### src/core/fpc_pkg.sv
// Package for the fixed-ratio synthesizer core: ratios, widths, counts.
// Assumes a single 50 MHz system clock domain.
package fpc_pkg;

  // ***********************************************************************
  // Divider widths and ratios
  // ***********************************************************************
  localparam int unsigned FB_CNT_W    = 10;
  localparam int unsigned REF_CNT_W   = 6;
  localparam int unsigned FB_RATIO_A  = 725;
  localparam int unsigned FB_RATIO_B  = 550;
  localparam int unsigned FB_RATIO_C  = 750;
  localparam int unsigned REF_RATIO_A = 64;
  localparam int unsigned REF_RATIO_C = 128;

  // ***********************************************************************
  // Lock detection and clock
  // ***********************************************************************
  localparam int unsigned LOCK_CLEAN_CYCLES = 4;
  localparam int unsigned LOCK_CNT_W        = 3;
  localparam int unsigned CLK_PERIOD_NS     = 20;

  // ***********************************************************************
  // Phase detector state
  // ***********************************************************************
  typedef enum logic [1:0] {
    FPC_PD_IDLE = 2'b00,
    FPC_PD_UP   = 2'b01,
    FPC_PD_DOWN = 2'b10
  } fpc_pd_state_t;

endpackage

### src/core/fpc_divider.sv
// Edge-qualified divide-by-N counter with synchronous clear.
// Assumes the input is already synchronous to clock.
`timescale 1ns/10ps
`default_nettype none

module fpc_divider #(
  parameter int unsigned WIDTH = 10,
  parameter int unsigned RATIO = 725
) (
  // Clock and reset
  input  wire logic clock,
  input  wire logic nrst,
  // Control
  input  wire logic clear,
  input  wire logic in_level,
  // Divided output
  output logic      div_pulse,
  output logic      div_level
);

  logic [WIDTH-1:0] cnt_ff;
  logic             prev_ff;
  logic             rise;
  logic [WIDTH:0]   ratio_m1;
  logic             at_end;

  assign rise     = in_level & ~prev_ff;
  assign ratio_m1 = (WIDTH+1)'(RATIO - 1);
  assign at_end   = ({1'b0, cnt_ff} == ratio_m1);

  always_ff @(posedge clock or negedge nrst)
  begin
    if (!nrst)
      prev_ff <= 1'b0;
    else
      prev_ff <= in_level;
  end

  // Counter restarts from zero together with its peer after a clear
  always_ff @(posedge clock or negedge nrst)
  begin
    if (!nrst)
      cnt_ff <= '0;
    else if (clear)
      cnt_ff <= '0;
    else if (rise)
    begin
      if (at_end)
        cnt_ff <= '0;
      else
        cnt_ff <= cnt_ff + WIDTH'(1);
    end
  end

  // Terminal pulse on wrap; level output is high while the count is below (RATIO-1)/2
  always_ff @(posedge clock or negedge nrst)
  begin
    if (!nrst)
      div_pulse <= 1'b0;
    else
      div_pulse <= ~clear & rise & at_end;
  end

  always_ff @(posedge clock or negedge nrst)
  begin
    if (!nrst)
      div_level <= 1'b0;
    else
      div_level <= ~clear & ({1'b0, cnt_ff} < (ratio_m1 >> 1));
  end

endmodule // fpc_divider

`default_nettype wire

### src/core/fpc_core.sv
// Fixed-ratio synthesizer digital core: dividers, phase detector, lock,
// standby control and analog switch control.
// Assumes fin and rin are digitised and synchronous to clock.
`timescale 1ns/10ps
`default_nettype none

// Behaviour
// - Feedback input divided by a 10-bit binary counter into the comparator.
// - Reference input divided by a 6-bit binary counter (7-bit for ratio 128) into the comparator.
// - Ratios fixed per variant: 64/725, 64/550 or 128/750, no programming.
// - Lock indicator high while locked, low while out of lock.
// - Power-save select high means active; low means standby, circuits idle.
// - Standby indicator low in standby; rises after reference signal seen.
// - On wake-up both divided clocks are forced into the same phase.
// - Three-state charge pump output follows reference/feedback relation.
// - Test input pulled down so open pin means normal operation; the code has no pull-down and uses test_mode as driven.
// - Switch-control input governs the on-chip analog switches.
// - Pump high when reference leads, low when lags, floats at match.
// - Lock after four clean comparisons; drops at once on phase error.
// - Lock indicator forced high while power-save select is low.
// - Switch-control high closes all analog switches; low opens them.
module fpc_core #(
  parameter int unsigned REF_RATIO = fpc_pkg::REF_RATIO_A,
  parameter int unsigned FB_RATIO  = fpc_pkg::FB_RATIO_A
) (
  // Clock and reset
  input  wire logic clock,
  input  wire logic nrst,
  // Signal inputs
  input  wire logic fin,
  input  wire logic rin,
  // Controller pins
  input  wire logic low_power_select,
  input  wire logic switch_control,
  input  wire logic test_mode,
  // Charge pump
  output logic      pump_out,
  output logic      pump_oe,
  // Indicators
  output logic      lock_indicator,
  output logic      standby_indicator,
  // Analog switches
  output logic      analog_switch_one,
  output logic      analog_switch_two,
  // Divided clocks
  output logic      divided_reference_clock,
  output logic      divided_feedback_clock
);

  // ***********************************************************************
  // Mode control
  // ***********************************************************************
  logic active_ff;
  logic rin_prev_ff;
  logic ref_seen_ff;
  logic hold_clear;
  logic test_active;
  logic r_pulse;
  logic v_pulse;

  // Test pin acts when driven high; there is no pull-down, so an open pin floats and is not read as low
  assign test_active = test_mode;
  assign hold_clear  = ~low_power_select | test_active;

  always_ff @(posedge clock or negedge nrst)
  begin
    if (!nrst)
      active_ff <= 1'b0;
    else
      active_ff <= low_power_select;
  end

  always_ff @(posedge clock or negedge nrst)
  begin
    if (!nrst)
      rin_prev_ff <= 1'b0;
    else
      rin_prev_ff <= rin;
  end

  // Sticky until standby is selected again
  always_ff @(posedge clock or negedge nrst)
  begin
    if (!nrst)
      ref_seen_ff <= 1'b0;
    else if (!low_power_select)
      ref_seen_ff <= 1'b0;
    else if (active_ff && rin && !rin_prev_ff)
      ref_seen_ff <= 1'b1;
  end

  assign standby_indicator = ref_seen_ff;

  // ***********************************************************************
  // Dividers
  // ***********************************************************************
  // Never narrower than the base width; widens for larger ratios
  function automatic int unsigned cnt_width(input int unsigned base,
                                            input int unsigned ratio);
    int unsigned need;
    need = $clog2(ratio);
    return (need > base) ? need : base;
  endfunction

  // Shared clear keeps both counters in phase on wake-up
  fpc_divider #(
    .WIDTH (cnt_width(fpc_pkg::REF_CNT_W, REF_RATIO)),
    .RATIO (REF_RATIO)
  ) u_ref_div (
    .clock     (clock),
    .nrst      (nrst),
    .clear     (hold_clear),
    .in_level  (rin),
    .div_pulse (r_pulse),
    .div_level (divided_reference_clock)
  );

  fpc_divider #(
    .WIDTH (cnt_width(fpc_pkg::FB_CNT_W, FB_RATIO)),
    .RATIO (FB_RATIO)
  ) u_fb_div (
    .clock     (clock),
    .nrst      (nrst),
    .clear     (hold_clear),
    .in_level  (fin),
    .div_pulse (v_pulse),
    .div_level (divided_feedback_clock)
  );

  // ***********************************************************************
  // Phase detector
  // ***********************************************************************
  fpc_pkg::fpc_pd_state_t pd_ff;
  logic                   compare_done;

  // Coincident edges mean matched phase; no pulse is produced
  always_ff @(posedge clock or negedge nrst)
  begin
    if (!nrst)
      pd_ff <= fpc_pkg::FPC_PD_IDLE;
    else if (hold_clear)
      pd_ff <= fpc_pkg::FPC_PD_IDLE;
    else
    begin
      unique case (pd_ff)
        fpc_pkg::FPC_PD_IDLE:
          if (r_pulse && !v_pulse)
            pd_ff <= fpc_pkg::FPC_PD_UP;
          else if (v_pulse && !r_pulse)
            pd_ff <= fpc_pkg::FPC_PD_DOWN;
        fpc_pkg::FPC_PD_UP:
          if (v_pulse)
            pd_ff <= fpc_pkg::FPC_PD_IDLE;
        fpc_pkg::FPC_PD_DOWN:
          if (r_pulse)
            pd_ff <= fpc_pkg::FPC_PD_IDLE;
        default:
          pd_ff <= fpc_pkg::FPC_PD_IDLE;
      endcase
    end
  end

  // Pulse width equals the phase difference
  assign pump_oe  = (pd_ff != fpc_pkg::FPC_PD_IDLE);
  assign pump_out = (pd_ff == fpc_pkg::FPC_PD_UP);

  // A comparison ends on each reference terminal pulse
  assign compare_done = r_pulse;

  // ***********************************************************************
  // Lock detector
  // ***********************************************************************
  logic [fpc_pkg::LOCK_CNT_W-1:0] clean_ff;
  logic                           err_seen_ff;
  logic                           locked_ff;
  logic                           phase_err;

  assign phase_err = pump_oe | (r_pulse ^ v_pulse);

  // Error flag spans one comparison period
  always_ff @(posedge clock or negedge nrst)
  begin
    if (!nrst)
      err_seen_ff <= 1'b0;
    else if (compare_done)
      err_seen_ff <= phase_err;
    else if (phase_err)
      err_seen_ff <= 1'b1;
  end

  always_ff @(posedge clock or negedge nrst)
  begin
    if (!nrst)
      clean_ff <= '0;
    else if (hold_clear || phase_err)
      clean_ff <= '0;
    else if (compare_done && !err_seen_ff &&
             clean_ff != fpc_pkg::LOCK_CNT_W'(fpc_pkg::LOCK_CLEAN_CYCLES))
      clean_ff <= clean_ff + fpc_pkg::LOCK_CNT_W'(1);
  end

  always_ff @(posedge clock or negedge nrst)
  begin
    if (!nrst)
      locked_ff <= 1'b0;
    else if (hold_clear || phase_err)
      locked_ff <= 1'b0; // drops at once
    else if (clean_ff == fpc_pkg::LOCK_CNT_W'(fpc_pkg::LOCK_CLEAN_CYCLES))
      locked_ff <= 1'b1;
  end

  // Combinational so an error drops the indicator the same cycle
  assign lock_indicator = ~low_power_select
                        | (locked_ff & ~phase_err);

  // ***********************************************************************
  // Analog switches
  // ***********************************************************************
  assign analog_switch_one = switch_control;
  assign analog_switch_two = switch_control;

endmodule // fpc_core

`default_nettype wire

### config.mk
export PLATFORM = sky130hd
export DESIGN_NAME = fpc_core
export DESIGN_NICKNAME = d
export VERILOG_FILES = /design/src/core/fpc_pkg.sv /design/src/core/fpc_divider.sv /design/src/core/fpc_core.sv
export SDC_FILE = /design/constraint.sdc
export NUM_CORES = 1
export LEC_CHECK = 0
export BUFFER_PORTS_ARGS = -buffer_cell sky130_fd_sc_hd__buf_2
export CAP_MARGIN = 20
export CORE_MARGIN = 5
export CORE_UTILIZATION = 35
export CTS_CLUSTER_DIAMETER = 150
export DETAILED_ROUTE_END_ITERATION = 10
export SYNTH_ARGS = -nofsm -noshare
export SYNTH_HDL_FRONTEND = slang
export SYNTH_SLANG_ARGS = --single-unit
### constraint.sdc
create_clock -name clock -period 2.6 [get_ports clock]
set_input_delay 0.39 -clock clock [delete_from_list [all_inputs] [get_ports clock]]
set_output_delay 0.39 -clock clock [all_outputs]
set_load 0.02 [all_outputs]
# After elaboration in Yosys (flattened, before gate mapping)
# Cells that the tools add are included.
dict set report word_totals {
  output_inout_bits 8
  inputBits 7
  elab_cells 86
  regBits 31
}
dict set report classes {
  reduce_logical 19
  order_cmp 2
  addsub 3
  mux 20
  n_bitwise 18
  n_eq_ne 10
}
# op n
set op_table {}
lappend op_table {{2-to-1 mux 10 bit} 3}
lappend op_table {{2-to-1 mux 6 bit} 3}
lappend op_table {{nonzero test 2 bit} 6}
lappend op_table {{adder 10 x 1 -> 10 bit (second input constant)} 1}
lappend op_table {{equality test 10 bit (second input constant)} 1}
lappend op_table {{< comparator 10 x 9 -> 1 bit (second input constant)} 1}
lappend op_table {{2-to-1 mux 2 bit} 5}
lappend op_table {{bitwise AND 1 bit} 9}
lappend op_table {{adder 6 x 1 -> 6 bit (second input constant)} 1}
lappend op_table {{equality test 6 bit (second input constant)} 1}
lappend op_table {{logical AND 1 bit} 6}
lappend op_table {{< comparator 6 x 5 -> 1 bit (second input constant)} 1}
lappend op_table {{2-to-1 mux 1 bit} 6}
lappend op_table {{2-to-1 mux 3 bit} 2}
lappend op_table {{case mux 2 bit (3 select lines)} 1}
lappend op_table {{NOT 1 bit} 5}
lappend op_table {{zero test 1 bit} 4}
lappend op_table {{inequality test 4 bit (second input constant)} 1}
lappend op_table {{adder 3 x 1 -> 3 bit (second input constant)} 1}
lappend op_table {{equality test 3 bit (second input constant)} 1}
lappend op_table {{inequality test 3 x 1 -> 1 bit (second input constant)} 1}
lappend op_table {{inequality test 3 x 2 -> 1 bit (second input constant)} 1}
lappend op_table {{inequality test 3 bit (second input constant)} 1}
lappend op_table {{OR 1 bit} 3}
lappend op_table {{7 further kinds} 7}

# Logic depth before layout (Yosys ltp)
# Gate-level depths: netlist of run 1.
dict set report depth {
  ltp_word 6
  ltp_mapped 7
  ltp_nobuf 6
}

# By module
# Synthesis of run 1 repeated with hierarchy kept, for this count alone.
dict set report hier_totals {
  cells_unflattened 167
  hier_area_um2 1651.6
}
# mod cells_per_inst seq_area_each_um2 area_each_um2 n_inst
set by_module_without_submodules {}
lappend by_module_without_submodules {{fpc_divider (u_fb_div)} 74 325.3 711.9 1}
lappend by_module_without_submodules {fpc_core 51 250.2 506.7 1}
lappend by_module_without_submodules {{fpc_divider (u_ref_div)} 42 225.2 432.9 1}

# Worst setup path before layout of run 1
# No wires, ideal clock.
dict set report synth_path {
  path_type {register to register}
  startpoint {reg u_fb_div.cnt_ff[0]}
  endpoint {reg u_fb_div.cnt_ff[9]}
  setup_time_ns 0.069
  setup_slack_ns 1.242
  t_arrival_ns 1.290
  path_stages_with_launch 8
  t_required_ns 2.531
  synth_period_minus_slack_ns 1.358
  n_path_buf 1
  cell_sequence {dfrtp_1 > inv_1 > ha_1 > and3b_1 > a31oi_2 > buf_6 > o311ai_1 > nand3_1}
}
dict set report synth_between {
  elab_chain_cells 4
  elab_cells_between_ends 5
  classes_between {1 x add/sub; 1 x eq/ne; 3 x mux}
}
# item line
set synth_lines {}
lappend synth_lines {{from (decl)} fpc_divider.sv:21} ;# logic [WIDTH-1:0] cnt_ff;
lappend synth_lines {{from (signal assigned)} fpc_divider.sv:51} ;# cnt_ff <= cnt_ff + WIDTH'(1);
lappend synth_lines {{adder 10 x 1 -> 10 bit / equality test 10 bit (equally long branches)} {fpc_divider.sv:51, fpc_divider.sv:29}}
lappend synth_lines {{2-to-1 mux 10 bit (*)} fpc_divider.sv:48} ;# if (at_end)
lappend synth_lines {{2-to-1 mux 10 bit (*)} fpc_divider.sv:46} ;# else if (rise)
lappend synth_lines {{2-to-1 mux 10 bit (*)} fpc_divider.sv:44} ;# else if (clear)
# Every way passes the cells marked *; elsewhere a longest branch is shown, timed or not. The select of a mux whose other input is x is not followed.
# A chain may end at the register's enable or synchronous reset.

# Final worst setup path of run 1
dict set report layout_path {
  startpoint {reg u_ref_div.div_pulse}
  endpoint {out lock_indicator}
}
dict set report layout_between {
  elab_chain_cells 5
}
# item line
set layout_lines {}
lappend layout_lines {{from (decl)} fpc_divider.sv:17} ;# output logic div_pulse,
lappend layout_lines {{from (signal assigned)} fpc_divider.sv:61} ;# div_pulse <= ~clear & rise & at_end;
lappend layout_lines {{XOR 1 bit} fpc_core.sv:178} ;# assign phase_err = pump_oe | (r_pulse ^ v_pulse);
lappend layout_lines {{OR 1 bit} fpc_core.sv:178}
lappend layout_lines {{NOT 1 bit} fpc_core.sv:214} ;# | (locked_ff & ~phase_err);
lappend layout_lines {{bitwise AND 1 bit} fpc_core.sv:214}
lappend layout_lines {{OR 1 bit} fpc_core.sv:214}
lappend layout_lines {{to (decl)} fpc_core.sv:40} ;# output logic lock_indicator,
# No other way between the ends.

==> impl_metrics.yaml, run 1 <==
timing:
  fmax_ghz: 0.5659
  worstMarginPinSlew_ns: 0.6850
  relSlewSlack_pct: 54.33
  fin_crit_sh_pct: 67.97
  fin_crit_ns: 1.767
  finClkSkew_ns: 0.009135
  slew_viol_final: 0
  finalSetupTns_ns: 0
  setup_viol: 0
  rsz0062_at_grt: "no"
  finalHoldViolCount: 0
routing:
  drc: 0
  via_count: 1179
  drt-total-wl_um: 2981
  routed_via_density: 5.408
  drt_iter0_drc: 80
  avgRoutedWirePerCell_um: 13.67
  final_antenna_net_count: 0
  dr.pass1.iters: 4
logic_synthesis:
  ys_seq_area_share_pct: 48.82
  syn_inst: 153
  synth_area_mm2: 0.001589
  ys_ff_latch: 31
  synth_area_leaders: "dfrtp_1, ha_1, nand2_1"
  yosys.cell_count.top_type: "dfrtp_1"
  synth_edf_count: 0
  async_reset_ff_share_pct: 100.0
  synth_cell_types: 45
  netlist.area_leader.share_pct: 48.82
  synth.avg_cell_area_um2: 10.39
  yosysWarnings: 0
  synth_flop_cell: "dfrtp_1"
  yosysTopAreaCell: "dfrtp_1"
  synth_nets: 166
  synth_common_cells: "dfrtp_1, nand2_1, inv_1"
die:
  initial_core_util_pct: 36.24
  die_width_um: 77.38
  dieArea_mm2: 0.005988
  fp-row-count: 24
  core_mm2: 0.004384
  pin_count: 15
  die_h_um: 77.38
cells_and_area:
  stdcell_count: 218
  multi_input_area_um2: 732.0
  synthToLayoutAreaGrowth_pct: 10.79
  design_area_mm2: 0.001760
  antenna_cells: 0
  num-fill-cells: 426
  seq_area_um2: 775.7
  drive_above_1_share_pct: 17.47
  nNetsFinal: 179
clock_tree:
  cts_tree: "yes"
  path_clk_slew_ns: 0.07
  post_cts_resized: 0
  clkLatencyLatePin_ns: 0.28
  cts_root_buffer: "clkbuf_8"
  cts_buffer_depth: 2
  postCtsHoldBufs: 0
  htreeDepth: 2
  cts_setup_buffers: 0
  cts.sinks: 31
  cts_buffers: 5
critical_path:
  worst-path-max-fanout: 4
  crit_required_ns: 2.21
  crit_path_start_kind: "flip-flop"
  cp_slowest_cell: "dfrtp_1"
  cp-end-kind: "output port"
  cp_cell_sequence: "ha_1 > nand3_1 > nand2_1 > buf_2"
  crit_type: "reg -> out"
  worstPathArrival_ns: 1.38
  critPathMaxStageDelay_ns: 0.43
pwr:
  cellLeakagePower_uw: 0.0008281
  peakVddDrop_uv: 181.2
  powerDensity_mw_per_mm2: 526.0
  p_total_uw: 926.0
placed_design:
  placed_area_mm2: 0.001673
  post-place-cells: 211
  gp_congestion: 0.8328
  portBuffers: 11
  dpl.hpwl_um: 2162
worst_hold_path:
  worstHoldPathType: "in -> async"
global_routing:
  antenna_found_initial: 0
  track_usage_pct: 10.62
  grt_pass1_wl_um: 5147
  grt_pass1_vias: 1129
  grt_overflow: 0
  grt_max_degree: 32
job:
  maxCapViolations: 0
outcome:
  status: "completed"
state kept, by name, summed over array words and instances, names as in the netlist:
name,count
locked_ff,1
clean_ff,3
u_fb_div.cnt_ff,10
active_ff,1
u_ref_div.cnt_ff,6
u_ref_div.div_pulse,1
u_ref_div.div_level,1
u_fb_div.prev_ff,1
u_fb_div.div_pulse,1
pd_ff,2
u_fb_div.div_level,1
err_seen_ff,1
u_ref_div.prev_ff,1
standby_indicator,1
metal layers:
layer	GRT usage, %	vias to the layer above	wire length (µm)
met4	5.498	0	64
met3	3.125	8	189
li1	-	564	-
met1	13.88	573	1412
met2	15.91	34	1315
met5	0	-	0
cell families after synthesis:
family,share of synthesized area (%)
AND/OR/NAND/NOR,23.70
flip-flops,48.82
AO/OA/AOI/OAI,12.99
adder cells (fa/ha/maj),4.724
multiplexers,1.339
buffers and inverters,5.118
XOR/XNOR,3.307
per-stage QoR:
stage	hold WS (ns)	util, %	worst slack (ns)
final	0.1507	40.15	0.8328
after global routing	0.2209	40.15	0.7428
after CTS	0.1659	40.15	0.8159
after detailed placement	0.4613	38.16	0.9292
after global placement	0.4365	38.16	1.007
after floorplan	0.09441	-	1.242
critical path, delay by kind of cell, from the launching register on:
family	cells	cell delay [ns]
simple gates	2	0.15
flops	1	0.43
fa+ha+maj	1	0.35
buf+inv	1	0.15
final cells by class:
| class | instances | share of cell area [%] |
|---|---|---|
| Inverter | 12 | 2.559 |
| Timing Repair Buffer | 11 | 3.127 |
| Clock buffer | 6 | 4.691 |
| Clock inverter | 1 | 0.2843 |
| Sequential cell | 31 | 44.07 |
| Tap cell | 52 | 3.696 |
| Multi-Input combinational cell | 105 | 41.58 |
path summary, 6_finish.rpt:
check                                                      end  depth (start not counted)  slack (ns)                      startpoint
min in group clock                 u_ref_div.prev_ff$_DFF_PN0_                          1        0.23                             rin
worst max-delay path                            lock_indicator                          4        0.83   u_ref_div.div_pulse$_DFF_PN0_
worst max register to register  u_fb_div.cnt_ff[9]$_DFFE_PN0P_                          6        0.89  u_fb_div.cnt_ff[1]$_DFFE_PN0P_
max in group asynchronous                locked_ff$_DFFE_PN0P_                          1        2.00                            nrst
worst min register to register            pd_ff[1]$_DFFE_PN0P_                          1        0.46            pd_ff[0]$_DFFE_PN0P_
worst min-delay path                   clean_ff[2]$_DFFE_PN0P_                          1        0.15                            nrst
power by group:
| group | switching [µW] | internal, µW | total (µW) | leakage, µW |
|---|---|---|---|---|
| Combinational | 33.6 | 16.4 | 50.0 | 0.000361 |
| Clock | 174 | 207 | 382 | 0.0000470 |
| Sequential | 4.24 | 490 | 494 | 0.000420 |
| Total | 212 | 714 | 926 | 0.000828 |
layout by cell type, fill, tap and decap left out, drive strengths merged, types with 5 or more instances in the layout:
cell | Yosys | final
buf | 5 | 11
or3 | 6 | 6
o21ai | 5 | 5
nand3 | 7 | 7
a22o | 5 | 5
inv | 12 | 12
nand2 | 15 | 15
a21oi | 8 | 8
nor2 | 11 | 11
ha | 6 | 6
clkbuf | 0 | 6
dfrtp | 31 | 31
No activity file was read; power rests on OpenSTA's default activity.
==> run 2, diff against run 1 <==
==> constraint.sdc (replaced) <==
create_clock -name clock -period 1.63 [get_ports clock]
set_input_delay 0.2445 -clock clock [delete_from_list [all_inputs] [get_ports clock]]
set_output_delay 0.2445 -clock clock [all_outputs]
set_load 0.02 [all_outputs]
==> run 2 against run 1 <==
Against the previous run:
- non-clock buffer count up 3
- sequential cell count unchanged
- sequential share of layout area down 1.6 points
==> impl_metrics.yaml, run 2 (synthesis results as in run 1) <==
die:
  die_h_um: 77.38
  initial_core_util_pct: 36.24
  core_mm2: 0.004384
  dieArea_mm2: 0.005988
  fp-row-count: 24
  pin_count: 15
  die_width_um: 77.38
critical_path:
  crit_required_ns: 1.39
  worstPathArrival_ns: 1.34
  ff2ff_path_depth: 6
  crit_path_start_kind: "flip-flop"
  r2r_start: "u_fb_div.cnt_ff[1]$_DFFE_PN0P_"
  worst-path-max-fanout: 4
  rrSetupSlack_ns: 0.11
  startpoint: "u_ref_div.div_pulse$_DFF_PN0_"
  worstReg2RegEnd: "u_fb_div.cnt_ff[2]$_DFFE_PN0P_"
  cp-end-kind: "output port"
  crit_type: "reg -> out"
job:
  maxCapViolations: 0
timing:
  whs_ns: 0.007254
  fmax_ghz: 0.6293
  fin_crit_ns: 1.589
  finalSetupTns_ns: 0
  slew_viol_final: 0
  fin_crit_sh_pct: 97.49
  finClkSkew_ns: 0.004352
  worstMarginPinSlew_ns: 0.6967
  setup_viol: 0
  finalHoldViolCount: 0
  rsz0062_at_grt: "no"
  relSlewSlack_pct: 53.55
cells_and_area:
  mostFrequentLayoutCell: "dfrtp_1"
  nNetsFinal: 182
  num-fill-cells: 420
  reg_top3: "u_fb_div.cnt_ff (10), u_ref_div.cnt_ff (6), clean_ff (3)"
  synthToLayoutAreaGrowth_pct: 14.88
  antenna_cells: 0
  top_register: "u_fb_div.cnt_ff"
  final_cell_mix: "dfrtp_1, nand2_1, inv_1, nor2_1, buf_2"
  largest_reg_flops: 10
  drive_above_1_share_pct: 20.00
clock_tree:
  cts_buffers: 5
  cts_root_buffer: "clkbuf_8"
  cts_buffer_depth: 2
  postCtsHoldBufs: 0
  cts.sinks: 31
  clkLatencyLatePin_ns: 0.28
  post_cts_resized: 1
  htreeDepth: 2
  cts_tree: "yes"
  cts_setup_buffers: 0
  path_clk_slew_ns: 0.07
routing:
  dr.pass1.iters: 4
  drt_iter0_drc: 54
  dr_wl_met3_um: 132
  met2_length_um: 1389
  top_layer_used: "met4"
  via_count: 1172
  final_antenna_net_count: 0
  drt-total-wl_um: 3052
  m1WireLength_um: 1475
  routed_via_density: 5.279
  drc: 0
  avgRoutedWirePerCell_um: 13.75
worst_hold_path:
  worstHoldPathType: "in -> async"
placed_design:
  gp_congestion: 0.8441
  dpl.hpwl_um: 2183
  portBuffers: 11
pwr:
  cellLeakagePower_uw: 0.0008594
  peakVddDrop_uv: 366.6
  powerDensity_mw_per_mm2: 898.8
global_routing:
  grt_pass1_wl_um: 5175
  grt_max_degree: 32
  track_usage_pct: 10.89
  grt_overflow: 0
  grt_pass1_vias: 1112
  antenna_found_initial: 0
outcome:
  status: "completed"
-- run 2: cell count changes in the layout (fill, tap and decap cells not counted), sizes merged --
| cell | previous run | this run |
|---|---|---|
| bufinv | 0 | 1 |
| buf | 11 | 14 |
-- run 2: metal layers --
layer	global-route usage [%]	vias up
li1	-	571
met1	14.13	575
met2	16.25	21
met3	3.356	5
met4	5.842	0
met5	0	-
-- run 2: layout make-up --
cell class	instances	area (µm²)	share of cell area, %
inverters	12	45.04	2.467
flip-flops and latches	31	775.7	42.49
repair buffers	14	77.57	4.249
well taps	52	65.06	3.564
clock inverters	2	35.03	1.919
clock buffers	6	82.58	4.524
multi-input cells	105	744.5	40.78
-- run 2: metrics by stage --
stage / utilization, % / cell area (µm²) / total power, µW / cells / worst slack, ns
after floorplan: - / 1589 / 852.3 / 153 / 0.2716
after global placement: 38.67 / 1695 / 884.1 / 214 / 0.1451
after detailed placement: 38.67 / 1695 / 885.6 / 214 / 0.1192
after CTS: 41.64 / 1826 / 1674 / 222 / 0.03605
after global routing: 41.64 / 1826 / 1718 / 222 / 0.003037
final: 41.64 / 1826 / 1641 / 222 / 0.04093
-- run 2: report_power, final --
group / internal (µW) / switching (µW)
registers: 782 / 6.66
logic: 26.9 / 54.1
clock network: 494 / 277
-- run 2: worst max-delay path, cell delays in order, from the launching register on --
cell and delay, ns:
dfrtp_1 0.45, ha_4 0.31, nand3_1 0.07, nand2_1 0.07
buf_2 0.15
-- run 2: worst max path at each step --
stage,endpoint,slack [ns],depth (start not counted)
after floorplan,u_fb_div.cnt_ff[9]$_DFFE_PN0P_,0.27,7
after global placement,u_fb_div.cnt_ff[2]$_DFFE_PN0P_,0.15,6
after detailed placement,u_fb_div.cnt_ff[2]$_DFFE_PN0P_,0.12,6
after CTS,lock_indicator,0.04,4
after global routing,lock_indicator,0.003,4
final,lock_indicator,0.04,4
==> run 3, diff against run 2 <==
--- a/config.mk
+++ b/config.mk
@@ -11,6 +11,7 @@
 export CORE_UTILIZATION = 35
 export CTS_CLUSTER_DIAMETER = 150
 export DETAILED_ROUTE_END_ITERATION = 10
+export RECOVER_POWER = 25
 export SYNTH_ARGS = -nofsm -noshare
 export SYNTH_HDL_FRONTEND = slang
 export SYNTH_SLANG_ARGS = --single-unit
==> run 3 against run 2 <==
Against the previous run:
- cell count unchanged
- worst hold slack better by 0.023 ns
- critical path depth unchanged
- clock power about the same
- global-route usage unchanged
- largest power group unchanged
==> impl_metrics.yaml, run 3 (synthesis results as in run 1) <==
cells_and_area:
  stdcell_count: 222
  top_register: "u_fb_div.cnt_ff"
  seq_area_um2: 775.7
  drive_above_1_share_pct: 18.82
  antenna_cells: 0
  final_cell_mix: "dfrtp_1, nand2_1, inv_1, nor2_1, buf_2"
  mostFrequentLayoutCell: "dfrtp_1"
  synthToLayoutAreaGrowth_pct: 14.72
  reg_top3: "u_fb_div.cnt_ff (10), u_ref_div.cnt_ff (6), clean_ff (3)"
  nNetsFinal: 182
  num-fill-cells: 420
  multi_input_area_um2: 744.5
  largest_reg_flops: 10
outcome:
  status: "completed"
critical_path:
  cp_slowest_cell: "dfrtp_1"
  crit_buf_inv: 1
  worstPathArrival_ns: 1.35
  crit_path_start_kind: "flip-flop"
  cp-end-kind: "output port"
  worst-path-max-fanout: 4
  path_delay_family: "flip-flops"
  crit_type: "reg -> out"
  crit_required_ns: 1.39
  cp_cell_sequence: "ha_4 > nand3_1 > nand2_1 > buf_2"
  critPathMaxStageDelay_ns: 0.45
placed_design:
  portBuffers: 11
  gp_congestion: 0.8441
  dpl.hpwl_um: 2183
  post-place-cells: 214
timing:
  fin_crit_sh_pct: 97.64
  slew_viol_final: 0
  finClkSkew_ns: 0.004869
  finalSetupTns_ns: 0
  fin_crit_ns: 1.592
  rsz0062_at_grt: "no"
  fmax_ghz: 0.6283
  finalHoldViolCount: 0
  whs_ns: 0.03025
  worstMarginPinSlew_ns: 0.7780
  setup_viol: 0
  relSlewSlack_pct: 48.13
pwr:
  p_total_uw: 1642
  powerDensity_mw_per_mm2: 900.9
  peakVddDrop_uv: 366.5
  cellLeakagePower_uw: 0.0008542
routing:
  via_count: 1181
  final_antenna_net_count: 0
  routed_via_density: 5.320
  drt-total-wl_um: 3040
  drt_iter0_drc: 68
  dr.pass1.iters: 4
  drc: 0
  avgRoutedWirePerCell_um: 13.69
die:
  fp-row-count: 24
  die_h_um: 77.38
  pin_count: 15
  core_mm2: 0.004384
  dieArea_mm2: 0.005988
  die_width_um: 77.38
  initial_core_util_pct: 36.24
clock_tree:
  cts.sinks: 31
  cts_buffer_depth: 2
  cts_setup_buffers: 0
  htreeDepth: 2
  path_clk_slew_ns: 0.07
  cts_tree: "yes"
  clkLatencyLatePin_ns: 0.28
  cts_root_buffer: "clkbuf_8"
  cts_buffers: 5
  postCtsHoldBufs: 0
global_routing:
  antenna_found_initial: 0
  grt_overflow: 0
  grt_pass1_wl_um: 5175
  track_usage_pct: 10.89
  grt_max_degree: 32
  grt_pass1_vias: 1112
worst_hold_path:
  worstHoldPathType: "in -> async"
job:
  maxCapViolations: 0
## run 3: cell types whose count changed in the layout (fill, tap and decap cells not counted), sizes merged
cell	previous run	this run
buf	14	11
clkbuf	6	9
## run 3: per-stage QoR
| step | worst slack [ns] | instance area (µm²) | util, % |
|---|---|---|---|
| finish | 0.03840 | 1823 | 41.58 |
| global route | 0.003037 | 1823 | 41.58 |
| CTS | 0.03605 | 1826 | 41.64 |
| detailed placement | 0.1192 | 1695 | 38.67 |
| global placement | 0.1451 | 1695 | 38.67 |
| floorplan | 0.2716 | 1589 | - |
## run 3: final timing paths
kind / start / to / slack [ns] / cells after the start
max in group asynchronous: nrst / u_ref_div.cnt_ff[4]$_DFFE_PN0P_ / 1.10 / 1
min: nrst / clean_ff[1]$_DFFE_PN0P_ / 0.03 / 1
max: u_ref_div.div_pulse$_DFF_PN0_ / lock_indicator / 0.04 / 4
min in group clock: rin / u_ref_div.prev_ff$_DFF_PN0_ / 0.11 / 1
min reg2reg: pd_ff[0]$_DFFE_PN0P_ / pd_ff[1]$_DFFE_PN0P_ / 0.46 / 1
max reg2reg: u_fb_div.cnt_ff[0]$_DFFE_PN0P_ / u_fb_div.cnt_ff[2]$_DFFE_PN0P_ / 0.11 / 6
## run 3: repair_timing
item / in CTS / in global routing
gates resized for setup: 1 / 0
hold endpoints to repair: 0 / 0
setup endpoints to repair: 1 / 0
## run 3: final cells by class
class	instances	share of cell area, %
Tap cell	52	3.569
Inverter	12	2.471
Timing Repair Buffer	14	4.118
Clock buffer	6	4.530
Multi-Input combinational cell	105	40.84
Sequential cell	31	42.55
Clock inverter	2	1.922
## run 3: power breakdown
part	leakage [µW]	internal, µW	switching [µW]
logic	0.000373	26.2	54.1
registers	0.000420	782	6.66
clock network	0.0000612	494	280
total	0.000854	1300	340
## run 3: layer usage
layer,share of wire [%],vias to the layer above,wire [µm],track usage (%)
li1,-,572,-,-
met1,48,579,1453,14.13
met2,45,23,1380,16.25
met3,4.6,7,140,3.356
met4,2.2,0,67,5.842
met5,0,-,0,0
